File: config.mk
export PLATFORM = sky130hd
export DESIGN_NAME = tmc_texture_mapping_control
export DESIGN_NICKNAME = d
export VERILOG_FILES = /design/src/common/tmc_pkg.sv /design/src/rtl/tmc_texture_mapping_control.sv
export SDC_FILE = /design/constraint.sdc
export NUM_CORES = 2
export LEC_CHECK = 0
export BUFFER_PORTS_ARGS = -buffer_cell sky130_fd_sc_hd__buf_2
export CORE_ASPECT_RATIO = 0.7
export CORE_MARGIN = 1.5
export CORE_UTILIZATION = 57
export DETAILED_ROUTE_END_ITERATION = 10
export GPL_ROUTABILITY_DRIVEN = 0
export PLACE_DENSITY = 0.8
export SYNTH_ARGS = -nofsm -noshare
export SYNTH_HDL_FRONTEND = slang
export SYNTH_SLANG_ARGS = --single-unit
File: constraint.sdc
create_clock -name mclk -period 39 [get_ports mclk]
set_clock_uncertainty 0.05 [all_clocks]
set_input_delay 3.9 -clock mclk [delete_from_list [all_inputs] [get_ports mclk]]
set_output_delay 3.9 -clock mclk [all_outputs]
set_load 0.02 [all_outputs]
File: src/common/tmc_pkg.sv
// package for the texture mapping control block: register map, fields, resets, carriers
// assumes a single 10 MHz core clock and a synchronous active-low reset
package tmc_pkg;

	// ----------------------------------------------------------------
	// register byte addresses
	// ----------------------------------------------------------------
	localparam logic [7:0] TMC_ADDR_CHIPSEL = 8'h00;
	localparam logic [7:0] TMC_ADDR_MODE    = 8'h04;
	localparam logic [7:0] TMC_ADDR_LOD     = 8'h08;
	localparam logic [7:0] TMC_ADDR_BASE0   = 8'h10;
	localparam logic [7:0] TMC_ADDR_NCC0    = 8'h20;
	localparam int         TMC_NUM_BASE     = 4;
	localparam int         TMC_NUM_NCC      = 8;
	localparam int         TMC_NCC_PER_TBL  = 4;

	// ----------------------------------------------------------------
	// reset values and write masks
	// ----------------------------------------------------------------
	localparam logic [1:0]  TMC_RST_CHIPSEL = 2'h0;
	localparam logic [31:0] TMC_RST_MODE    = 32'h0000_0000;
	localparam logic [31:0] TMC_RST_LOD     = 32'h0000_0000;
	localparam logic [31:0] TMC_MODE_MASK   = 32'h7fff_ffff;
	localparam logic [31:0] TMC_LOD_MASK    = 32'h0fff_ffff;

	// ----------------------------------------------------------------
	// texture mode fields
	// ----------------------------------------------------------------
	localparam int TMC_M_PERSP   = 0;
	localparam int TMC_M_MINF    = 1;
	localparam int TMC_M_MAGF    = 2;
	localparam int TMC_M_CLAMPW  = 3;
	localparam int TMC_M_DITHER  = 4;
	localparam int TMC_M_NCCSEL  = 5;
	localparam int TMC_M_CLAMPS  = 6;
	localparam int TMC_M_CLAMPT  = 7;
	localparam int TMC_M_FMT_LO  = 8;
	localparam int TMC_M_TC_LO   = 12;
	localparam int TMC_M_TCA_LO  = 21;
	localparam int TMC_M_TRILIN  = 30;

	// ----------------------------------------------------------------
	// level of detail fields
	// ----------------------------------------------------------------
	localparam int TMC_L_MIN_LO   = 0;
	localparam int TMC_L_MAX_LO   = 6;
	localparam int TMC_L_BIAS_LO  = 12;
	localparam int TMC_L_ODD      = 18;
	localparam int TMC_L_SPLIT    = 19;
	localparam int TMC_L_SWIDER   = 20;
	localparam int TMC_L_ASP_LO   = 21;
	localparam int TMC_L_ZFRAC    = 23;
	localparam int TMC_L_MULTI    = 24;
	localparam int TMC_L_SWIZZLE  = 25;
	localparam int TMC_L_SWAP     = 26;
	localparam int TMC_L_DIRECT   = 27;
	localparam logic [7:0] TMC_LOD_CEIL = 8'h20;  // 8.0 in 4.2
	localparam logic [7:0] TMC_ALPHA_FF = 8'hff;

	// ----------------------------------------------------------------
	// texel formats and combine mux selects
	// ----------------------------------------------------------------
	typedef enum logic [3:0] {
		TMC_F_RGB332 = 4'h0, TMC_F_YIQ = 4'h1, TMC_F_A8 = 4'h2, TMC_F_I8 = 4'h3,
		TMC_F_AI44 = 4'h4, TMC_F_ARGB8332 = 4'h8, TMC_F_AYIQ = 4'h9,
		TMC_F_RGB565 = 4'ha, TMC_F_ARGB1555 = 4'hb, TMC_F_ARGB4444 = 4'hc,
		TMC_F_AI88 = 4'hd
	} tmc_fmt_e;

	typedef enum logic [2:0] {
		TMC_MX_ZERO = 3'h0, TMC_MX_CLOCAL = 3'h1, TMC_MX_AOTHER = 3'h2,
		TMC_MX_ALOCAL = 3'h3, TMC_MX_LOD = 3'h4, TMC_MX_LODFRAC = 3'h5
	} tmc_mux_e;

	// ----------------------------------------------------------------
	// carriers
	// ----------------------------------------------------------------
	typedef struct packed {
		logic              valid;
		logic signed [15:0] s;
		logic signed [15:0] t;
		logic signed [15:0] w;
		logic signed [7:0]  lod;       // computed lod, 6.2
		logic [3:0]         size_log2; // log2 of the wider dimension
		logic [15:0]        texel;
		logic [31:0]        other;     // incoming argb
	} tmc_pix_in_s;

	typedef struct packed {
		logic        valid;
		logic [15:0] s;
		logic [15:0] t;
		logic [5:0]  lod;
		logic        bilinear;
		logic        trilinear;
		logic [2:0]  level_base_index;
		logic [18:0] base;
		logic [31:0] texel_argb;
		logic [31:0] comb_argb;
	} tmc_pix_out_s;

	typedef struct packed {
		logic        valid;
		logic [18:0] addr;
		logic [31:0] data;
	} tmc_wr_in_s;

	typedef struct packed {
		logic        valid;
		logic [1:0]  chip;
		logic [3:0]  format;
		logic        direct;
		logic [18:0] addr;
		logic [31:0] data;
	} tmc_wr_out_s;

endpackage

File: src/rtl/tmc_texture_mapping_control.sv
// texture mapping control: registers over ahb-lite, pixel and texture-write paths
// assumes one 10 MHz clock, synchronous active-low reset, one ahb master
//
// Design decisions made here: the register offsets and the AHB-Lite slave port.
`timescale 1ns/1ps

module tmc_texture_mapping_control (
	input  wire  logic                  mclk,
	input  wire  logic                  rst_n,
	input  wire  logic                  hsel,
	input  wire  logic [31:0]           haddr,
	input  wire  logic [1:0]            htrans,
	input  wire  logic                  hwrite,
	input  wire  logic [2:0]            hsize,
	input  wire  logic                  hready,
	input  wire  logic [31:0]           hwdata,
	output logic       [31:0]           hrdata,
	output logic                        hreadyout,
	output logic                        hresp,
	input  wire  tmc_pkg::tmc_pix_in_s  pix_in,
	output tmc_pkg::tmc_pix_out_s       pix_out,
	input  wire  tmc_pkg::tmc_wr_in_s   wr_in,
	output tmc_pkg::tmc_wr_out_s        wr_out
);
	import tmc_pkg::*;

	// ----------------------------------------------------------------
	// register storage
	// ----------------------------------------------------------------
	logic [1:0]  chipsel_q;
	logic [31:0] mode_q;
	logic [31:0] lod_q;
	logic [18:0] base_q [TMC_NUM_BASE];
	logic [23:0] ncc_q  [TMC_NUM_NCC];
	logic        dph_wr_q;
	logic [7:0]  dph_addr_q;
	logic [1:0]  dither_q;

	// ----------------------------------------------------------------
	// ahb-lite slave, zero wait states, always okay
	// ----------------------------------------------------------------
	logic       aph_take;
	logic [31:0] rd_d;

	assign aph_take = hsel && hready && htrans[1];

	always_ff @(posedge mclk) begin
		if (!rst_n) begin
			dph_wr_q   <= 1'b0;
			dph_addr_q <= 8'h00;
		end else if (hready) begin
			dph_wr_q   <= aph_take && hwrite;
			dph_addr_q <= haddr[7:0];
		end
	end

	always_comb begin
		rd_d = 32'h0000_0000;
		case (haddr[7:0])
			TMC_ADDR_CHIPSEL: rd_d = {30'h0000_0000, chipsel_q};
			TMC_ADDR_MODE:    rd_d = mode_q;
			TMC_ADDR_LOD:     rd_d = lod_q;
			default: begin
				for (int i = 0; i < TMC_NUM_BASE; i++) begin
					if (haddr[7:0] == TMC_ADDR_BASE0 + 8'(4 * i))
						rd_d = {13'h0000, base_q[i]};
				end
			end
		endcase
	end

	always_ff @(posedge mclk) begin
		if (!rst_n) begin
			hrdata    <= 32'h0000_0000;
			hreadyout <= 1'b1;
			hresp     <= 1'b0;
		end else begin
			hreadyout <= 1'b1;
			hresp     <= 1'b0;
			if (aph_take && !hwrite)
				hrdata <= rd_d;
		end
	end

	// values take hold at the data-phase edge, seen by the next pixel
	always_ff @(posedge mclk) begin
		if (!rst_n) begin
			chipsel_q <= TMC_RST_CHIPSEL;
			mode_q    <= TMC_RST_MODE;
			lod_q     <= TMC_RST_LOD;
		end else if (dph_wr_q) begin
			if (dph_addr_q == TMC_ADDR_CHIPSEL && hwdata[1:0] != 2'h3)
				chipsel_q <= hwdata[1:0];
			if (dph_addr_q == TMC_ADDR_MODE)
				mode_q <= hwdata & TMC_MODE_MASK;
			if (dph_addr_q == TMC_ADDR_LOD)
				lod_q <= hwdata & TMC_LOD_MASK;
		end
	end

	genvar gi;
	generate
		for (gi = 0; gi < TMC_NUM_BASE; gi++) begin : g_base
			always_ff @(posedge mclk) begin
				if (!rst_n)
					base_q[gi] <= 19'h0_0000;
				else if (dph_wr_q && dph_addr_q == TMC_ADDR_BASE0 + 8'(4 * gi))
					base_q[gi] <= hwdata[18:0];
			end
		end
		for (gi = 0; gi < TMC_NUM_NCC; gi++) begin : g_ncc
			always_ff @(posedge mclk) begin
				if (!rst_n)
					ncc_q[gi] <= 24'h00_0000;
				else if (dph_wr_q && dph_addr_q == TMC_ADDR_NCC0 + 8'(4 * gi))
					ncc_q[gi] <= hwdata[23:0];
			end
		end
	endgenerate

	// ----------------------------------------------------------------
	// field decode
	// ----------------------------------------------------------------
	logic [3:0] fmt;
	logic [5:0] lodmin, lodmax;
	logic signed [7:0] bias;
	logic [1:0] aspect;

	assign fmt    = mode_q[TMC_M_FMT_LO +: 4];
	assign lodmin = lod_q[TMC_L_MIN_LO +: 6];
	assign lodmax = lod_q[TMC_L_MAX_LO +: 6];
	assign bias   = 8'(signed'(lod_q[TMC_L_BIAS_LO +: 6]));
	assign aspect = lod_q[TMC_L_ASP_LO +: 2];

	// ----------------------------------------------------------------
	// texel expansion to argb
	// ----------------------------------------------------------------
	function automatic logic [31:0] expand(input logic [3:0] f, input logic [15:0] x,
			input logic [23:0] ncc);
		logic [7:0] a8;
		expand = 32'h0000_0000;
		a8 = x[15:8];
		case (f)
			TMC_F_RGB332: expand = {TMC_ALPHA_FF, x[7:5], x[7:5], x[7:6],
				x[4:2], x[4:2], x[4:3], {4{x[1:0]}}};
			TMC_F_A8:     expand = {4{x[7:0]}};
			TMC_F_I8:     expand = {TMC_ALPHA_FF, {3{x[7:0]}}};
			TMC_F_AI44:   expand = {x[7:4], x[7:4], {3{x[3:0], x[3:0]}}};
			TMC_F_YIQ:    expand = {TMC_ALPHA_FF, ncc};
			TMC_F_AYIQ:   expand = {a8, ncc};
			TMC_F_ARGB8332: expand = {a8, x[7:5], x[7:5], x[7:6],
				x[4:2], x[4:2], x[4:3], {4{x[1:0]}}};
			TMC_F_RGB565: expand = {TMC_ALPHA_FF, x[15:11], x[15:13],
				x[10:5], x[10:9], x[4:0], x[4:2]};
			TMC_F_ARGB1555: expand = {{8{x[15]}}, x[14:10], x[14:12],
				x[9:5], x[9:7], x[4:0], x[4:2]};
			TMC_F_ARGB4444: expand = {x[15:12], x[15:12], x[11:8], x[11:8],
				x[7:4], x[7:4], x[3:0], x[3:0]};
			TMC_F_AI88:   expand = {a8, {3{x[7:0]}}};
			default:      expand = 32'h0000_0000;
		endcase
	endfunction

	logic [2:0]  ncc_idx;
	logic [31:0] texel_argb;

	// table select picks the upper or lower half of the lookup storage
	assign ncc_idx    = {mode_q[TMC_M_NCCSEL], pix_in.texel[7:6]};
	assign texel_argb = expand(fmt, pix_in.texel, ncc_q[ncc_idx]);

	// ----------------------------------------------------------------
	// coordinates: perspective, w clamp, clamp or wrap
	// ----------------------------------------------------------------
	logic signed [15:0] s_p, t_p;
	logic [3:0] wlog, hlog;
	logic [15:0] s_c, t_c;

	always_comb begin
		s_p = pix_in.s;
		t_p = pix_in.t;
		if (mode_q[TMC_M_PERSP] && pix_in.w != 16'sh0000) begin
			s_p = pix_in.s / pix_in.w;
			t_p = pix_in.t / pix_in.w;
		end
		if (mode_q[TMC_M_CLAMPW] && pix_in.w < 0) begin
			s_p = 16'sh0000;
			t_p = 16'sh0000;
		end
	end

	// narrower side is 2^aspect smaller; s-wider flag ignored when square
	assign wlog = (lod_q[TMC_L_SWIDER] || aspect == 2'b00) ? pix_in.size_log2 :
		pix_in.size_log2 - {2'b00, aspect};
	assign hlog = (!lod_q[TMC_L_SWIDER] || aspect == 2'b00) ? pix_in.size_log2 :
		pix_in.size_log2 - {2'b00, aspect};

	function automatic logic [15:0] fit(input logic signed [15:0] v, input logic [3:0] lg,
			input logic clamp);
		logic [15:0] lim;
		lim = (16'h0001 << lg) - 16'h0001;
		if (!clamp)
			fit = v & lim;
		else if (v < 0)
			fit = 16'h0000;
		else if (v > signed'(lim))
			fit = lim;
		else
			fit = v;
	endfunction

	assign s_c = fit(s_p, wlog, mode_q[TMC_M_CLAMPS]);
	assign t_c = fit(t_p, hlog, mode_q[TMC_M_CLAMPT]);

	// ----------------------------------------------------------------
	// level of detail
	// ----------------------------------------------------------------
	logic signed [9:0] lod_b;
	logic [5:0] lod_hi, lod_f;
	logic       use_min;
	logic [2:0] lvl;

	// dither pattern 0,1,2,3 quarter steps averages 0.375 of a level
	always_ff @(posedge mclk) begin
		if (!rst_n)
			dither_q <= 2'h0;
		else if (pix_in.valid)
			dither_q <= dither_q + 2'h1;
	end

	always_comb begin
		lod_b = 10'(pix_in.lod) + 10'(bias)
			+ (mode_q[TMC_M_DITHER] ? {8'h00, dither_q} : 10'h000);
		lod_hi = (lodmax > 6'(TMC_LOD_CEIL)) ? 6'(TMC_LOD_CEIL) : lodmax;
		use_min = lod_b >= signed'({4'h0, lodmin});
		if (!use_min)
			lod_f = lodmin;
		else if (lod_b > signed'({4'h0, lod_hi}))
			lod_f = lod_hi;
		else
			lod_f = lod_b[5:0];
		if (lod_q[TMC_L_ZFRAC])
			lod_f[1:0] = 2'b00;
		// split texture holds every other level, so index halves
		if (lod_q[TMC_L_SPLIT])
			lvl = 3'((lod_f[5:2] + {3'h0, lod_f[2] ^ lod_q[TMC_L_ODD]}) >> 1);
		else
			lvl = 3'(lod_f[5:2]);
	end

	// ----------------------------------------------------------------
	// combine units: colour for r,g,b and alpha unit for a
	// ----------------------------------------------------------------
	// a net, so that each combine unit drives its own byte lane
	wire  [31:0] comb;

	generate
		for (gi = 0; gi < 4; gi++) begin : g_comb
			localparam int LO = (gi == 3) ? TMC_M_TCA_LO : TMC_M_TC_LO;
			logic [8:0] c;
			logic [7:0] cl, co, fac, res;
			assign comb[8 * gi +: 8] = res;
			logic signed [17:0] diff, acc;
			always_comb begin
				c   = mode_q[LO +: 9];
				cl  = texel_argb[8 * gi +: 8];
				co  = c[0] ? 8'h00 : pix_in.other[8 * gi +: 8];
				case (tmc_mux_e'(c[4:2]))
					TMC_MX_CLOCAL:  fac = cl;
					TMC_MX_AOTHER:  fac = pix_in.other[31:24];
					TMC_MX_ALOCAL:  fac = texel_argb[31:24];
					TMC_MX_LOD:     fac = {lod_f, 2'b00};
					TMC_MX_LODFRAC: fac = {lod_f[1:0], 6'h00};
					default:        fac = 8'h00;
				endcase
				if (c[5])
					fac = ~fac;
				diff = 18'(signed'({1'b0, co})) - (c[1] ? 18'(cl) : 18'sh0_0000);
				acc  = (diff * signed'({10'h000, fac})) >>> 8;
				if (c[6])
					acc = acc + 18'(cl);
				if (c[7])
					acc = acc + 18'(texel_argb[31:24]);
				if (acc < 0)
					res = 8'h00;
				else if (acc > 18'sh0_00ff)
					res = 8'hff;
				else
					res = acc[7:0];
				if (c[8])
					res = ~res;
			end
		end
	endgenerate

	// ----------------------------------------------------------------
	// pixel output stage
	// ----------------------------------------------------------------
	always_ff @(posedge mclk) begin
		if (!rst_n) begin
			pix_out <= '0;
		end else begin
			pix_out.valid      <= pix_in.valid;
			pix_out.s          <= s_c;
			pix_out.t          <= t_c;
			pix_out.lod        <= lod_f;
			pix_out.bilinear   <= use_min ? mode_q[TMC_M_MINF] : mode_q[TMC_M_MAGF];
			pix_out.trilinear  <= mode_q[TMC_M_TRILIN];
			pix_out.level_base_index <= lvl;
			if (!lod_q[TMC_L_MULTI] || lvl == 3'h0)
				pix_out.base <= base_q[0];
			else if (lvl < 3'h3)
				pix_out.base <= base_q[lvl[1:0]];
			else
				pix_out.base <= base_q[3];
			pix_out.texel_argb <= texel_argb;
			pix_out.comb_argb  <= comb;
		end
	end

	// ----------------------------------------------------------------
	// texture write path
	// ----------------------------------------------------------------
	logic [31:0] wd_swz, wd_out;

	assign wd_swz = lod_q[TMC_L_SWIZZLE] ? {wr_in.data[7:0], wr_in.data[15:8],
		wr_in.data[23:16], wr_in.data[31:24]} : wr_in.data;
	assign wd_out = lod_q[TMC_L_SWAP] ? {wd_swz[15:0], wd_swz[31:16]} : wd_swz;

	always_ff @(posedge mclk) begin
		if (!rst_n) begin
			wr_out <= '0;
		end else begin
			wr_out.valid  <= wr_in.valid;
			wr_out.chip   <= chipsel_q;
			wr_out.format <= fmt;
			wr_out.direct <= wr_in.valid && lod_q[TMC_L_DIRECT];
			wr_out.addr   <= wr_in.addr;
			wr_out.data   <= wd_out;
		end
	end

	// ----------------------------------------------------------------
	// checks
	// ----------------------------------------------------------------
	chk_chipsel_legal: assert property (@(posedge mclk) disable iff (!rst_n)
		chipsel_q != 2'h3) else $error("chip select holds an illegal value");
	chk_wclamp_zero: assert property (@(posedge mclk) disable iff (!rst_n)
		pix_in.valid && mode_q[TMC_M_CLAMPW] && pix_in.w < 0 && !dph_wr_q
		|=> pix_out.s == 16'h0000 && pix_out.t == 16'h0000)
		else $error("negative w did not zero s and t");
	chk_lod_range: assert property (@(posedge mclk) disable iff (!rst_n)
		pix_out.valid && lodmin <= TMC_LOD_CEIL[5:0] && $stable(lod_q)
		|-> pix_out.lod >= lodmin && pix_out.lod <= TMC_LOD_CEIL[5:0])
		else $error("lod outside clamp range");
	chk_zero_frac: assert property (@(posedge mclk) disable iff (!rst_n)
		lod_q[TMC_L_ZFRAC] && !dph_wr_q |=> pix_out.lod[1:0] == 2'b00)
		else $error("lod fraction not cleared");
	chk_swap_order: assert property (@(posedge mclk) disable iff (!rst_n)
		wr_in.valid && lod_q[TMC_L_SWIZZLE] && lod_q[TMC_L_SWAP] && !dph_wr_q
		|=> wr_out.data == {$past(wr_in.data[23:16]), $past(wr_in.data[31:24]),
			$past(wr_in.data[7:0]), $past(wr_in.data[15:8])})
		else $error("byte then halfword swap wrong");
	chk_direct_gate: assert property (@(posedge mclk) disable iff (!rst_n)
		wr_out.direct |-> wr_out.valid && lod_q[TMC_L_DIRECT] || $past(dph_wr_q))
		else $error("direct write without enable");
	chk_single_base: assert property (@(posedge mclk) disable iff (!rst_n)
		!lod_q[TMC_L_MULTI] && !dph_wr_q ##1 !dph_wr_q |-> pix_out.base == base_q[0])
		else $error("single base not used");
	chk_trilinear_bit: assert property (@(posedge mclk) disable iff (!rst_n)
		dph_wr_q && dph_addr_q == TMC_ADDR_MODE ##1 !dph_wr_q
		|=> pix_out.trilinear == $past(mode_q[TMC_M_TRILIN]))
		else $error("trilinear output does not follow mode");

endmodule // tmc_texture_mapping_control

==> results.toml <==
[run_status]
status = "completed"

[route]
vias_per_cell = 6.33
ant_nets = 0
first_pass_iters = 8
wl_per_cell_um = 22.1
drc = 0
totalWireLength_mm = 190
dr_total_vias = 54400
initialDrtViolationCount = 6715

[die]
start_util = 0.580
ios = 455
die-area_um2 = 104000
die_width_um = 386
floorplan.rows = 97
dieHeight_um = 271
core-area_um2 = 101000

[clock_network]
root_buffer = "clkbuf_16"
clock_latency_ns = 0.67
clk_pin_slew_worst_paths_ns = 0.07
cts_hold_buffers = 0
cts.sinks = 557
cts_tree = "yes"
clock_path_buffers = 3
cts_max_level = 2
numCtsBuffers = 55

[global_routing]
grt_use_met1 = 0.502
grt.total_usage = 0.354
globalRouteOverflowTotal = 0
use_met3 = 0.116
grt.busiest_layer = "met2"
grt_pass1_wl_mm = 292
grt_pass1_vias = 52100
grt_start_max_net_pins = 80
grt_use_met2 = 0.505
antenna_found_initial = 24

[timing]
relSlewSlack = 0.0983
fin_crit_sh = 0.962
worst_slack_ns = 1.49
maxSlewViolCount = 0
finalSetupViolCount = 0
hold_ws_ns = 0.412
hold_viol_final = 0
fin_crit_ns = 37.51
fmax_ghz = 0.0267
worst_pin_slew_ns = 1.34

[cells_and_area]
finalNetCount = 8291
drive_gt1_frac = 0.151
fillCellCount = 8121
area_growth_syn_to_layout_pct = 11.9
final_cells = 8603
design_area_um2 = 65300

[critical_path]
critPathLaunchType = "input pin"
cp_max_fo = 13
endpoint_kind = "flop"
worst-setup-path-type = "in -> reg"
worst_path_largest_cell_delay_ns = 0.58
cp.required_ns = 39.48
worstReg2RegStart = "lod_q[13]$_SDFFE_PN0P_"
cpMostUsedCell = "o21a_1"
cp_data_arrival_time_ns = 38.00
crit_slowest_cell = "or4_4"
cp-startpoint = "pix_in[62]"

[hold_path]
holdCritPathClass = "reg -> reg"
min_from = "hrdata[30]$_SDFFE_PN0P_"

[run]
maxCapViolCount = 0

[synthesis]
ys_ff_latch = 557
synth_cell_types = 101
yosysWarnings = 0
synth_area_um2 = 58400
synth-seq-area-share = 0.237
postSynthCellCount = 6779
async_flop_share = 0
synth_flop_cell = "dfxtp_1"
synth_edf_count = 268
synth.avg_cell_area_um2 = 8.61

[place]
place_worst_setup_slack_ns = -0.729
postPlaceCellArea_um2 = 62900
placed_cells = 8470
portBuffers = 422
hpwl_mm = 145

[power_and_ir_drop]
powerDensity_nw_per_um2 = 32.0
p_leak_nw = 29.5
peakVddDrop_v = 0.0000399
[per-stage QoR]
step	power, mW	setup TNS, ns	util
4_1_cts	2.04	0	0.644
6_report	2.09	0	0.649
3_3_place_gp	1.43	0	0.624
3_5_place_dp	1.46	-13.29	0.624
2_1_floorplan	1.24	0	-
5_1_grt	2.20	-0.805	0.649
[layout make-up]
| cell class | count | area [um^2] | share of cell area |
|---|---|---|---|
| multi-input cells | 5345 | 41700 | 0.638 |
| clock inverters | 29 | 372 | 0.00569 |
| well taps | 1336 | 1670 | 0.0256 |
| clock buffers | 74 | 1640 | 0.0250 |
| inverters | 592 | 2230 | 0.0341 |
| repair buffers | 655 | 3890 | 0.0596 |
| flip-flops and latches | 557 | 13800 | 0.212 |
| diodes | 15 | 37.5 | 0.000574 |
[sequential cells by signal, indices dropped and copies added (netlist names)]
| signal | count |
|---|---|
| ncc_q | 192 |
| pix_out | 127 |
| base_q | 76 |
| wr_out | 59 |
| hrdata | 31 |
| mode_q | 31 |
| lod_q | 28 |
| dph_addr_q | 8 |
| chipsel_q | 2 |
| dither_q | 2 |
| dph_wr_q | 1 |
[synth_stat cells (29+ instances only)]
master | number | area share
a211oi_1 | 47 | 0.0060
nand2_1 | 692 | 0.044
nor2b_1 | 102 | 0.011
or3_1 | 54 | 0.0058
a31oi_1 | 78 | 0.0084
edfxtp_1 | 268 | 0.14
a21oi_1 | 378 | 0.032
o21a_1 | 150 | 0.019
o31ai_1 | 46 | 0.0059
xnor2_1 | 241 | 0.036
a22oi_1 | 57 | 0.0073
o21ai_0 | 338 | 0.029
and3_1 | 31 | 0.0033
mux2i_1 | 123 | 0.021
and2_1 | 409 | 0.044
a221oi_1 | 29 | 0.0044
a21o_1 | 124 | 0.016
clkbuf_1 | 250 | 0.016
o21bai_1 | 47 | 0.0060
nand3_1 | 79 | 0.0068
mux2_2 | 101 | 0.019
nor3_1 | 174 | 0.015
fa_1 | 252 | 0.086
xor2_1 | 101 | 0.015
ha_1 | 598 | 0.13
nand4_1 | 42 | 0.0045
nor2_1 | 484 | 0.031
inv_1 | 584 | 0.038
dfxtp_1 | 289 | 0.099
nand2b_1 | 62 | 0.0066
mux4_2 | 82 | 0.032
[routing by layer]
layer	up-vias	routed length [um]	part of all wire
li1	24800	-	-
met1	26000	78600	0.41
met2	3200	77900	0.41
met3	488	26800	0.14
met4	12	7040	0.037
met5	-	70	0.00037
[cells in the final DEF, fill, tap and decap left out, drive strengths merged, types with 32 or more instances in the layout]
cell type  Yosys  layout
o21a         150     150
xor2         102     102
nor2b        102     102
nand3         79      79
mux4          82      82
a221oi        32      32
nand4         44      44
o21bai        47      47
edfxtp       268     268
xnor2        241     241
or3           54      54
o21ai        351     351
a21oi        379     379
nand2        694     694
a31oi         78      78
a211oi        48      48
a21o         124     124
mux2         101     101
buf           40     655
nand2b        62      62
fa           252     252
clkbuf       250      74
nor2         484     484
nor3         175     175
ha           598     598
and2         409     409
mux2i        123     123
o31ai         47      47
a22oi         57      57
dfxtp        289     289
inv          588     594
[report_power, final]
part	switching, mW	total [mW]	internal (mW)
Sequential	0.00823	0.639	0.631
Clock	0.258	0.585	0.327
Combinational	0.510	0.868	0.358
[path summary, 6_finish.rpt]
path,end,slack (ns),depth (start not counted)
min reg2reg,hrdata[30]$_SDFFE_PN0P_,0.41,2
min,hrdata[30]$_SDFFE_PN0P_,0.41,2
max,pix_out[108]$_SDFF_PN0_,1.49,154
max reg2reg,pix_out[21]$_SDFF_PN0_,24.15,49
[cell families after synthesis]
kind of cell / count (synthesis) / share of synthesized area
AOI/OAI and AO/OA: 1578 / 0.177
adders and majority gates: 850 / 0.215
muxes: 306 / 0.0722
buffers and inverters: 882 / 0.0573
DFF: 557 / 0.237
xor gates and xnor gates: 345 / 0.0524
and+or+nand+nor: 2259 / 0.190
other: 2 / 0.000129
[worst max-delay path, delay by kind of cell]
kind | cells | cell delay [ns]
fa+ha+maj | 17 | 4.97
mux | 11 | 3.54
simple gates | 23 | 6.16
compound gates | 91 | 17.58
buf+inv | 12 | 1.78
[timing repair]
action / CTS / global route
hold endpoints to repair: 0 / 0
endpoints found under the setup margin: 12 / 30
pin swaps: 0 / 9
resized for setup: 1 / 93
cloned: 0 / 0
setup buffers: 0 / 15
(Power assumes the default switching activity.)
